`src/hdl/strap_pkg.sv`:
```
// shared constants and types for the strap address and image select block
package strap_pkg;
	// register offsets
	localparam logic [7:0] OFS_BASE_ADDR = 8'h40;
	localparam logic [7:0] OFS_OFFSET_CTRL = 8'h42;
	localparam logic [7:0] OFS_LFZ_1_4 = 8'h62;
	localparam logic [7:0] OFS_LFZ_0 = 8'h64;
	// field positions
	localparam int I2C_ADDR_LSB = 8;
	localparam int PMB_ADDR_LSB = 0;
	localparam int BYPASS_BIT = 6;
	localparam int LFZ0_LSB = 12;
	localparam int LFZ1_LSB = 0;
	localparam int LFZ2_LSB = 4;
	localparam int LFZ3_LSB = 8;
	localparam int LFZ4_LSB = 12;
	// reset values
	localparam logic [15:0] BASE_ADDR_RST = 16'h1010;
	localparam logic [15:0] OFFSET_CTRL_RST = 16'h0000;
	localparam logic [15:0] LFZ_1_4_RST = 16'h0000;
	localparam logic [15:0] LFZ_0_RST = 16'h0000;
	// strap limits
	localparam logic [3:0] MAX_PIN_OFFSET = 4'h4;
	localparam int NUM_IMAGES = 16;
	localparam int NUM_LFZ = 5;
	// image load sequencing
	localparam int IMAGE_WORDS = 4;
	// effective address pair
	typedef struct packed {
		logic [6:0] i2c;
		logic [6:0] pmb;
	} addr_pair_s;
	// register access request
	typedef struct packed {
		logic wr;
		logic rd;
		logic [7:0] addr;
		logic [15:0] wdata;
	} reg_req_s;
	// non-volatile read request
	typedef struct packed {
		logic req;
		logic [3:0] image;
		logic [1:0] word;
	} nvm_req_s;
endpackage

```
`src/hdl/strap_address_image_select.sv`:
```
// strap decode, address offset and configuration image load
`timescale 1ns/100ps
module strap_address_image_select (
	// clock and reset
	input wire logic clock,
	input wire logic rst,
	// strap band from the analog resistor comparator
	input wire logic [3:0] address_image_strap_pin,
	// non-volatile memory status and read port
	input wire logic multi_image_stored,
	input wire logic [3:0] last_programmed_image,
	output strap_pkg::nvm_req_s nvm_req,
	input wire logic nvm_ack,
	input wire logic [15:0] nvm_rdata,
	// register access from the serial port
	input strap_pkg::reg_req_s reg_req,
	output logic [15:0] reg_rdata,
	// results
	output strap_pkg::addr_pair_s eff_addr,
	output logic [3:0] strap_code,
	output logic load_done,
	output logic [14:0] loop_filter_zero_select
);
	import strap_pkg::*;

	// ****************************************
	// strap synchroniser
	// ****************************************
	logic [3:0] s1_q, s2_q, s3_q;
	logic [3:0] s1_d, s2_d, s3_d;
	// strap is analog-derived, so it crosses in through three flops
	always_comb begin
		s1_d = address_image_strap_pin;
		s2_d = s1_q;
		s3_d = s2_q;
	end
	always_ff @(posedge clock or posedge rst) begin
		if (rst) begin
			s1_q <= 4'h0;
			s2_q <= 4'h0;
			s3_q <= 4'h0;
		end else begin
			s1_q <= s1_d;
			s2_q <= s2_d;
			s3_q <= s3_d;
		end
	end
	wire strap_stable = (s2_q == s3_q);

	// ****************************************
	// power-up sequencer
	// ****************************************
	typedef enum logic [1:0] {ST_SYNC, ST_LOAD, ST_RUN} seq_e;
	seq_e st_q, st_d;
	logic [1:0] sync_cnt_q, sync_cnt_d;
	logic [3:0] code_q, code_d;
	logic [3:0] image_q, image_d;
	logic [1:0] word_q, word_d;
	logic [15:0] base_q, base_d, ctrl_q, ctrl_d, lfz14_q, lfz14_d, lfz0_q, lfz0_d;

	// fixed word to register mapping for the image transfer
	function automatic logic [7:0] word_ofs(input logic [1:0] w);
		case (w)
			2'd0: word_ofs = OFS_BASE_ADDR;
			2'd1: word_ofs = OFS_OFFSET_CTRL;
			2'd2: word_ofs = OFS_LFZ_1_4;
			default: word_ofs = OFS_LFZ_0;
		endcase
	endfunction

	// sequencer and register next state; image load beats software writes
	always_comb begin
		st_d = st_q;
		sync_cnt_d = sync_cnt_q;
		code_d = code_q;
		image_d = image_q;
		word_d = word_q;
		base_d = base_q;
		ctrl_d = ctrl_q;
		lfz14_d = lfz14_q;
		lfz0_d = lfz0_q;
		case (st_q)
			ST_SYNC: begin
				// wait for agreement over a few cycles before latching
				if (!strap_stable) begin
					sync_cnt_d = 2'd0;
				end else if (sync_cnt_q != 2'd3) begin
					sync_cnt_d = sync_cnt_q + 2'd1;
				end else begin
					code_d = s3_q;
					image_d = multi_image_stored ? s3_q : last_programmed_image;
					word_d = 2'd0;
					st_d = ST_LOAD;
				end
			end
			ST_LOAD: begin
				if (nvm_ack) begin
					// copy each image word into its operating register
					case (word_ofs(word_q))
						OFS_BASE_ADDR: base_d = nvm_rdata;
						OFS_OFFSET_CTRL: ctrl_d = nvm_rdata;
						OFS_LFZ_1_4: lfz14_d = nvm_rdata;
						default: lfz0_d = nvm_rdata;
					endcase
					if (word_q == 2'(IMAGE_WORDS - 1)) begin
						st_d = ST_RUN;
					end else begin
						word_d = word_q + 2'd1;
					end
				end
			end
			ST_RUN: begin
				// software writes only after the image is in place
				if (reg_req.wr) begin
					case (reg_req.addr)
						OFS_BASE_ADDR: base_d = reg_req.wdata & 16'h7F7F;
						OFS_OFFSET_CTRL: ctrl_d = reg_req.wdata;
						OFS_LFZ_1_4: lfz14_d = reg_req.wdata & 16'h7777;
						OFS_LFZ_0: lfz0_d = reg_req.wdata & 16'h7000;
						default: ;
					endcase
				end
			end
			default: st_d = ST_SYNC;
		endcase
	end
	always_ff @(posedge clock or posedge rst) begin
		if (rst) begin
			st_q <= ST_SYNC;
			sync_cnt_q <= 2'd0;
			code_q <= 4'h0;
			image_q <= 4'h0;
			word_q <= 2'd0;
			base_q <= BASE_ADDR_RST;
			ctrl_q <= OFFSET_CTRL_RST;
			lfz14_q <= LFZ_1_4_RST;
			lfz0_q <= LFZ_0_RST;
		end else begin
			st_q <= st_d;
			sync_cnt_q <= sync_cnt_d;
			code_q <= code_d;
			image_q <= image_d;
			word_q <= word_d;
			base_q <= base_d;
			ctrl_q <= ctrl_d;
			lfz14_q <= lfz14_d;
			lfz0_q <= lfz0_d;
		end
	end

	// ****************************************
	// address forming
	// ****************************************
	logic [3:0] pin_offset;
	logic bypass;
	logic [6:0] i2c_base, pmb_base;
	// codes above the limit clamp rather than wrap, so the address never jumps
	always_comb begin
		bypass = ctrl_q[BYPASS_BIT];
		i2c_base = base_q[I2C_ADDR_LSB +: 7];
		pmb_base = base_q[PMB_ADDR_LSB +: 7];
		pin_offset = (code_q > MAX_PIN_OFFSET) ? MAX_PIN_OFFSET : code_q;
		if (bypass) begin
			eff_addr.i2c = i2c_base;
			eff_addr.pmb = pmb_base;
		end else begin
			eff_addr.i2c = i2c_base + {3'b000, pin_offset};
			eff_addr.pmb = pmb_base + {3'b000, pin_offset};
		end
	end

	// ****************************************
	// outputs
	// ****************************************
	// each code v means (v+1) pF of zero capacitance
	assign loop_filter_zero_select = {lfz14_q[LFZ4_LSB +: 3], lfz14_q[LFZ3_LSB +: 3],
		lfz14_q[LFZ2_LSB +: 3], lfz14_q[LFZ1_LSB +: 3], lfz0_q[LFZ0_LSB +: 3]};
	assign strap_code = code_q;
	assign load_done = (st_q == ST_RUN);
	assign nvm_req.req = (st_q == ST_LOAD);
	assign nvm_req.image = image_q;
	assign nvm_req.word = word_q;
	// read data is combinational off the registers; unmapped reads zero
	always_comb begin
		case (reg_req.addr)
			OFS_BASE_ADDR: reg_rdata = base_q;
			OFS_OFFSET_CTRL: reg_rdata = ctrl_q;
			OFS_LFZ_1_4: reg_rdata = lfz14_q;
			OFS_LFZ_0: reg_rdata = lfz0_q;
			default: reg_rdata = 16'h0000;
		endcase
	end
endmodule

```
`config.mk`:
```
export PLATFORM = sky130hd
export DESIGN_NAME = strap_address_image_select
export DESIGN_NICKNAME = d
export VERILOG_FILES = /design/src/hdl/strap_pkg.sv /design/src/hdl/strap_address_image_select.sv
export SDC_FILE = /design/constraint.sdc
export NUM_CORES = 1
export LEC_CHECK = 0
export BUFFER_PORTS_ARGS = -buffer_cell sky130_fd_sc_hd__buf_2
export CORE_MARGIN = 3
export CORE_UTILIZATION = 49
export DETAILED_ROUTE_END_ITERATION = 10
export PLACE_DENSITY_LB_ADDON = 0.15
export SLEW_MARGIN = 20
export SYNTH_ARGS = -nofsm -noshare
export SYNTH_HDL_FRONTEND = slang
export SYNTH_SLANG_ARGS = --single-unit
```
`constraint.sdc`:
```
create_clock -name clock -period 6.7 [get_ports clock]
set_input_delay 0 -clock clock [delete_from_list [all_inputs] [get_ports clock]]
set_output_delay 0 -clock clock [all_outputs]
set_load 0.02 [all_outputs]
```
==> results.cfg, run 1 <==
[routing]
drtIter0Drc = 321
detailedRoute.firstPassIterationCount = 5
detail-route-antenna-nets = 0
drt_wl_total_um = 13600
vias = 4219
route.detailed.drc = 0
wl_per_cell_um = 19.3
avgViaCountPerCell = 6.00

[timing]
final.period_utilization_pct = 48.7
fin_setup_tns_ns = 0
final-setup-viol-count = 0
tightestPinTransition_ns = 0.975
slew_viol_final = 0
hold_viol = 0
fmax_mhz = 307
max_slew_margin_pct = 34.9
grt_setup_unrepaired = false
fin_crit_ns = 3.26
fin_worst_skew_ns = 0.00679

[worst_setup_path]
crit_path_launch_type = register
worst-path-max-fanout = 48
worst_ep_arrival_time_ns = 3.53
timing_worst_setup_path_type = register to register
critical_path_required_ns = 6.97
end_kind = register

[global_routing]
number_of_antenna_violations_at_the_first_check_in_global_routing = 0
vias_in_the_first_global_route = 4297
grt_pass1_wl_um = 22300
largest_net_degree_at_the_start_of_global_routing = 66
globalRouteTotalUtil_pct = 25.0
globalRouteOverflowTotal = 0

[worst_hold_path]
hold_path_class = primary input to register

[placement]
place_hpwl_um = 9060
place_congestion = 0.869
place.port_buffers = 109

[pwr]
max-vdd-ir-drop_mv = 0.0990
power.leakage_nw = 2.87
pwr_density_cell_nw_per_um2 = 181
total_power_w = 0.00107

[clock_tree]
cts_made_buffers = 9
cts_buffer_depth = 2
cts_tree = done
cts_setup_buffers = 0
clk_pin_slew_worst_paths_ns = 0.09
cts.sink_count = 90
cts_resized = 0
cts_root_buffer = sky130_fd_sc_hd__clkbuf_8
htreeDepth = 3
worstSkewPairLatency_ns = 0.36

[job]
maxCapViolations = 0

[logic_synthesis]
synth-seq-cells = 90
synth.cell_area_um2 = 4850
synth_top_flop_cell = sky130_fd_sc_hd__dfrtp_1
synth.yosys.seq_area_share_pct = 46.5
synth-async-reset-ratio_pct = 100
syn_inst = 453
netlist-cell-type-count = 49
synth_area_per_cell_um2 = 10.7
synth-warning-count = 0
synth-edff-count = 0

[finish]
most_common_cell_after_layout_fill_and_taps_aside = sky130_fd_sc_hd__buf_2
flow.area_growth_from_synthesis_pct = 22.3
layout.cells.most_common_list = 109 x sky130_fd_sc_hd__buf_2, 88 x sky130_fd_sc_hd__dfrtp_1, 39 x sky130_fd_sc_hd__dlygate4sd3_1
multi_input_comb_area_um2 = 2280
final_layout_size_suffix_gt1_share_pct = 25.8
layout.area.seq_um2 = 2250
fillers = 756
final_nets = 638
n_antenna_cell = 0

[floorplanning]
floorplan.die.height_um = 105
start_util_pct = 51.5
fp.coreArea_um2 = 9420
design.portCount = 111
die-area_um2 = 11100
die_width_um = 105
std_cell_rows = 35

[outcome]
status = finished clean
[state kept, by name, summed over array words and instances (netlist names)]
name	cells
s2_q	4
sync_cnt_q	2
lfz14_q	16
base_q	16
s3_q	4
image_q	4
lfz0_q	16
st_q	2
strap_code	4
ctrl_q	16
word_q	2
s1_q	4
[routing by layer]
metal	track usage, %	part of all wire [%]	up-vias
met1	35.0	43	2072
met3	6.12	8.3	24
li1	-	-	1916
met2	38.7	46	207
met5	0	0	-
met4	7.40	2.3	0
[critical path: stages, from the launching register on]
cell                        delay, ns
sky130_fd_sc_hd__dfrtp_1         0.46
sky130_fd_sc_hd__nand2b_1        0.39
sky130_fd_sc_hd__inv_2           0.82
sky130_fd_sc_hd__a32o_1          0.76
sky130_fd_sc_hd__o21a_2          0.52
sky130_fd_sc_hd__a2bb2oi_1       0.21
[power by group]
part           switching (W)  total (W)  leakage [nW]  internal [W]
sequential        0.00000505   0.000555          1.22      0.000550
combinational      0.0000500  0.0000937          1.55     0.0000437
clock               0.000202   0.000423         0.109      0.000221
[path summary, 6_finish.rpt]
path,startpoint,endpoint,slack (ns),cells after the start
hold reg to reg,s1_q[3],s2_q[3],0.35,0
setup reg to reg,st_q[0],ctrl_q[5],3.44,5
hold / removal,nvm_rdata[14],lfz14_q[14],0.008,3
min in group asynchronous,rst,word_q[0],0.16,3
setup / recovery,st_q[0],ctrl_q[5],3.44,5
max in group asynchronous,rst,ctrl_q[0],5.36,4
[synthesized netlist by cell type (2+ instances only)]
cell type                   number  area share, %
sky130_fd_sc_hd__dfrtp_1        88             45
sky130_fd_sc_hd__a22oi_1        32            5.0
sky130_fd_sc_hd__o21ai_1        29            3.0
sky130_fd_sc_hd__a2bb2oi_1      28            5.1
sky130_fd_sc_hd__nand2_1        28            2.2
sky130_fd_sc_hd__o22ai_1        28            3.6
sky130_fd_sc_hd__o21ai_0        23            2.4
sky130_fd_sc_hd__a22o_1         19            3.4
sky130_fd_sc_hd__buf_4          17            2.6
sky130_fd_sc_hd__clkbuf_1       15            1.2
sky130_fd_sc_hd__mux2_1         14            3.2
sky130_fd_sc_hd__xor2_1         14            2.5
sky130_fd_sc_hd__buf_2          13            1.3
sky130_fd_sc_hd__ha_1           13            3.4
sky130_fd_sc_hd__mux2i_1        13            2.7
sky130_fd_sc_hd__inv_1          12           0.93
sky130_fd_sc_hd__mux2_2          6            1.4
sky130_fd_sc_hd__a21oi_1         5           0.52
sky130_fd_sc_hd__nor2_1          5           0.39
sky130_fd_sc_hd__nor2b_1         5           0.64
sky130_fd_sc_hd__a21o_1          4           0.62
sky130_fd_sc_hd__and4b_1         4           0.83
sky130_fd_sc_hd__nand2b_1        3           0.39
sky130_fd_sc_hd__nand3_1         3           0.31
sky130_fd_sc_hd__a211oi_1        2           0.31
sky130_fd_sc_hd__a32o_1          2           0.41
sky130_fd_sc_hd__and2_1          2           0.26
sky130_fd_sc_hd__buf_6           2           0.46
sky130_fd_sc_hd__dfstp_2         2            1.1
sky130_fd_sc_hd__fa_1            2           0.83
sky130_fd_sc_hd__o21a_2          2           0.36
[stage by stage]
step,area [um^2],worst slack [ns],util [%],std cells,hold WS [ns]
finish,5930,3.44,63.0,703,0.00781
CTS,5930,3.52,63.0,703,0.000651
global placement,5310,3.62,56.4,648,0.00480
floorplan,4850,4.37,-,454,0.0314
global route,5930,3.28,63.0,703,0.00619
detailed placement,5310,3.53,56.4,648,0.0182
[kinds of logic (layout without fill, tap and decap cells)]
| group | after synthesis | in the layout | synth area share [%] |
|---|---|---|---|
| flops | 90 | 90 | 46.5 |
| other cells | 1 | 2 | 0.0773 |
| xor+xnor | 14 | 14 | 2.53 |
| compound gates | 178 | 178 | 25.4 |
| fa+ha+maj | 15 | 15 | 4.18 |
| simple gates | 62 | 62 | 7.45 |
| buf+inv | 60 | 180 | 6.60 |
| mux | 33 | 33 | 7.33 |
[repair_timing]
| item | in CTS | in global routing |
|---|---|---|
| hold endpoints to repair | 91 | 0 |
| setup endpoints to repair | 0 | 0 |
| hold buffers | 39 | 0 |
[layout make-up]
cell class	instances	area share (%)
Clock buffer	10	2.32
Tap cell	129	2.72
Clock inverter	6	1.50
Sequential cell	90	38.0
Inverter	13	0.844
Multi-Input combinational cell	304	38.4
Timing Repair Buffer	151	16.2
Note: power is estimated with default switching activity, not from simulation.
==> inputs of run 2 (changes only) <==
clock period = 3 ns   (was 6.7 ns; I/O delays follow)
==> run 2 against run 1 <==
Compared with the run above:
- core utilization grew 0.78 points
- hold slack gained 0.016 ns
- design area grew 1.2%
- combinational power grew 130%
- routed wire length grew 2.5%
- setup slack lost 3.1 ns
- global-route usage grew 0.93 points
- sequential cell count is the same
- non-clock buffer count grew 11
==> results.cfg, run 2 (synthesized netlist as in run 1, its figures left out) <==
[outcome]
status = finished clean

[clock_tree]
worstSkewPairLatency_ns = 0.36
cts_tree = done
cts_resized = 0
cts_made_buffers = 9
postCtsHoldBufs = 40
cts_buffer_depth = 2
clk_pin_slew_worst_paths_ns = 0.10
cts_setup_buffers = 0
cts.sink_count = 90
htreeDepth = 3
cts_root_buffer = sky130_fd_sc_hd__clkbuf_8

[worst_setup_path]
crit_chain = nor2_1 -> and2_1 -> ha_1 -> inv_1 -> fa_1 -> nor2b_1 -> o21ai_0 -> a211oi_1 -> xor2_1 -> buf_2
critPathMaxStageDelay_ns = 0.40
end_kind = output port
worst-path-max-fanout = 3
r2r-start = st_q[0]
critical-path-slowest-cell = sky130_fd_sc_hd__dfrtp_1
worst_setup_path_startpoint = strap_code[3]
worst_ep_arrival_time_ns = 2.69
crit_path_launch_type = register
timing_worst_setup_path_type = register to output port
critical_path_required_ns = 3.00

[placement]
place_hpwl_um = 9730
place_congestion = 0.877
place.port_buffers = 109
detailed_place.area_um2 = 5380

[worst_hold_path]
hold_path_class = primary input to register
min-delay-start = nvm_rdata[14]

[floorplanning]
die-area_um2 = 11100
std_cell_rows = 35
die_width_um = 105
start_util_pct = 51.5
design.portCount = 111
fp.coreArea_um2 = 9420
floorplan.die.height_um = 105

[routing]
detailedRoute.firstPassIterationCount = 5
avgViaCountPerCell = 5.95
drtIter0Drc = 281
drt_wl_total_um = 13900
route.detailed.drc = 0
detail-route-antenna-nets = 0
wl_per_cell_um = 19.5
vias = 4248

[timing]
slew_viol_final = 0
fin_crit_ns = 2.69
fin_worst_skew_ns = 0.00798
fmax_mhz = 371
whs_ns = 0.0241
hold_viol = 0
grt_setup_unrepaired = false
final-setup-viol-count = 0
fin_setup_tns_ns = 0
tightestPinTransition_ns = 0.801
max_slew_margin_pct = 46.5
final.period_utilization_pct = 89.8

[pwr]
max-vdd-ir-drop_mv = 0.209
total_power_w = 0.00234
pwr_density_cell_nw_per_um2 = 389
power.leakage_nw = 2.92

[global_routing]
largest_net_degree_at_the_start_of_global_routing = 38
grt_pass1_wl_um = 22900
globalRouteTotalUtil_pct = 25.9
globalRouteOverflowTotal = 0
number_of_antenna_violations_at_the_first_check_in_global_routing = 0
vias_in_the_first_global_route = 4440

[finish]
most_common_cell_after_layout_fill_and_taps_aside = sky130_fd_sc_hd__buf_2
layout.cells.most_common_list = 109 x sky130_fd_sc_hd__buf_2, 88 x sky130_fd_sc_hd__dfrtp_1, 41 x sky130_fd_sc_hd__dlygate4sd3_1
final_layout_size_suffix_gt1_share_pct = 26.8
n_antenna_cell = 0
layout.area.seq_um2 = 2250
fillers = 778
layout.cell_area.non_filler_um2 = 6000
multi_input_comb_area_um2 = 2280
flow.area_growth_from_synthesis_pct = 23.8
final_nets = 649

[job]
maxCapViolations = 0
==> run 2: cell count changes in the layout (fill, tap and decap cells not counted) <==
cell / change
sky130_fd_sc_hd__buf_4: +9
sky130_fd_sc_hd__bufinv_16: -1
sky130_fd_sc_hd__clkbuf_8: +1
sky130_fd_sc_hd__clkinv_2: -1
sky130_fd_sc_hd__clkinvlp_4: +1
sky130_fd_sc_hd__dlygate4sd3_1: +2
==> run 2: final timing paths <==
| kind | cells after the start | slack [ns] | end |
|---|---|---|---|
| worst min register to register | 0 | 0.36 | s2_q[2] |
| worst min-delay path | 3 | 0.02 | lfz14_q[14] |
| max in group asynchronous | 4 | 1.93 | base_q[4] |
| worst max-delay path | 10 | 0.31 | eff_addr[13] |
| worst max register to register | 6 | 0.35 | ctrl_q[12] |
| min in group asynchronous | 3 | 0.19 | st_q[0] |
==> run 2: metrics by stage <==
stage                     worst slack [ns]  util (%)  std cells
after detailed placement             0.609      57.2        657
after global placement               0.707      57.2        657
after CTS                            0.268      63.7        713
after floorplan                      0.668         -        454
final                                0.305      63.8        714
after global routing                 0.130      63.8        714
==> run 2: report_power, final <==
part	switching [W]	internal (W)	total [W]
Clock	0.000447	0.000434	0.000881
Combinational	0.000115	0.000102	0.000216
Sequential	0.0000116	0.00123	0.00124
==> run 2: final cells by class <==
| cell class | instances | share of cell area, % |
|---|---|---|
| clock buffer | 11 | 2.52 |
| tap | 129 | 2.69 |
| timing repair buffer | 162 | 17.4 |
| clock inverter | 5 | 1.02 |
| multi-input combinational | 304 | 38.0 |
| sequential | 90 | 37.5 |
| inverter | 13 | 0.834 |
==> run 2: critical path, delay by kind of cell (launching register included) <==
| kind | cells | cell delay (ns) |
|---|---|---|
| DFF | 1 | 0.40 |
| adders and majority gates | 2 | 0.56 |
| buffers and inverters | 2 | 0.25 |
| AOI/OAI and AO/OA | 2 | 0.43 |
| and+or+nand+nor | 3 | 0.50 |
| xor gates and xnor gates | 1 | 0.20 |
==> run 2: layer usage <==
metal / track usage, % / routed length (um) / vias up
met4: 7.59 / 157 / 0
met5: 0 / 0 / -
met3: 6.06 / 1000 / 12
met1: 35.7 / 6160 / 2125
met2: 41.0 / 6620 / 173
li1: - / - / 1938
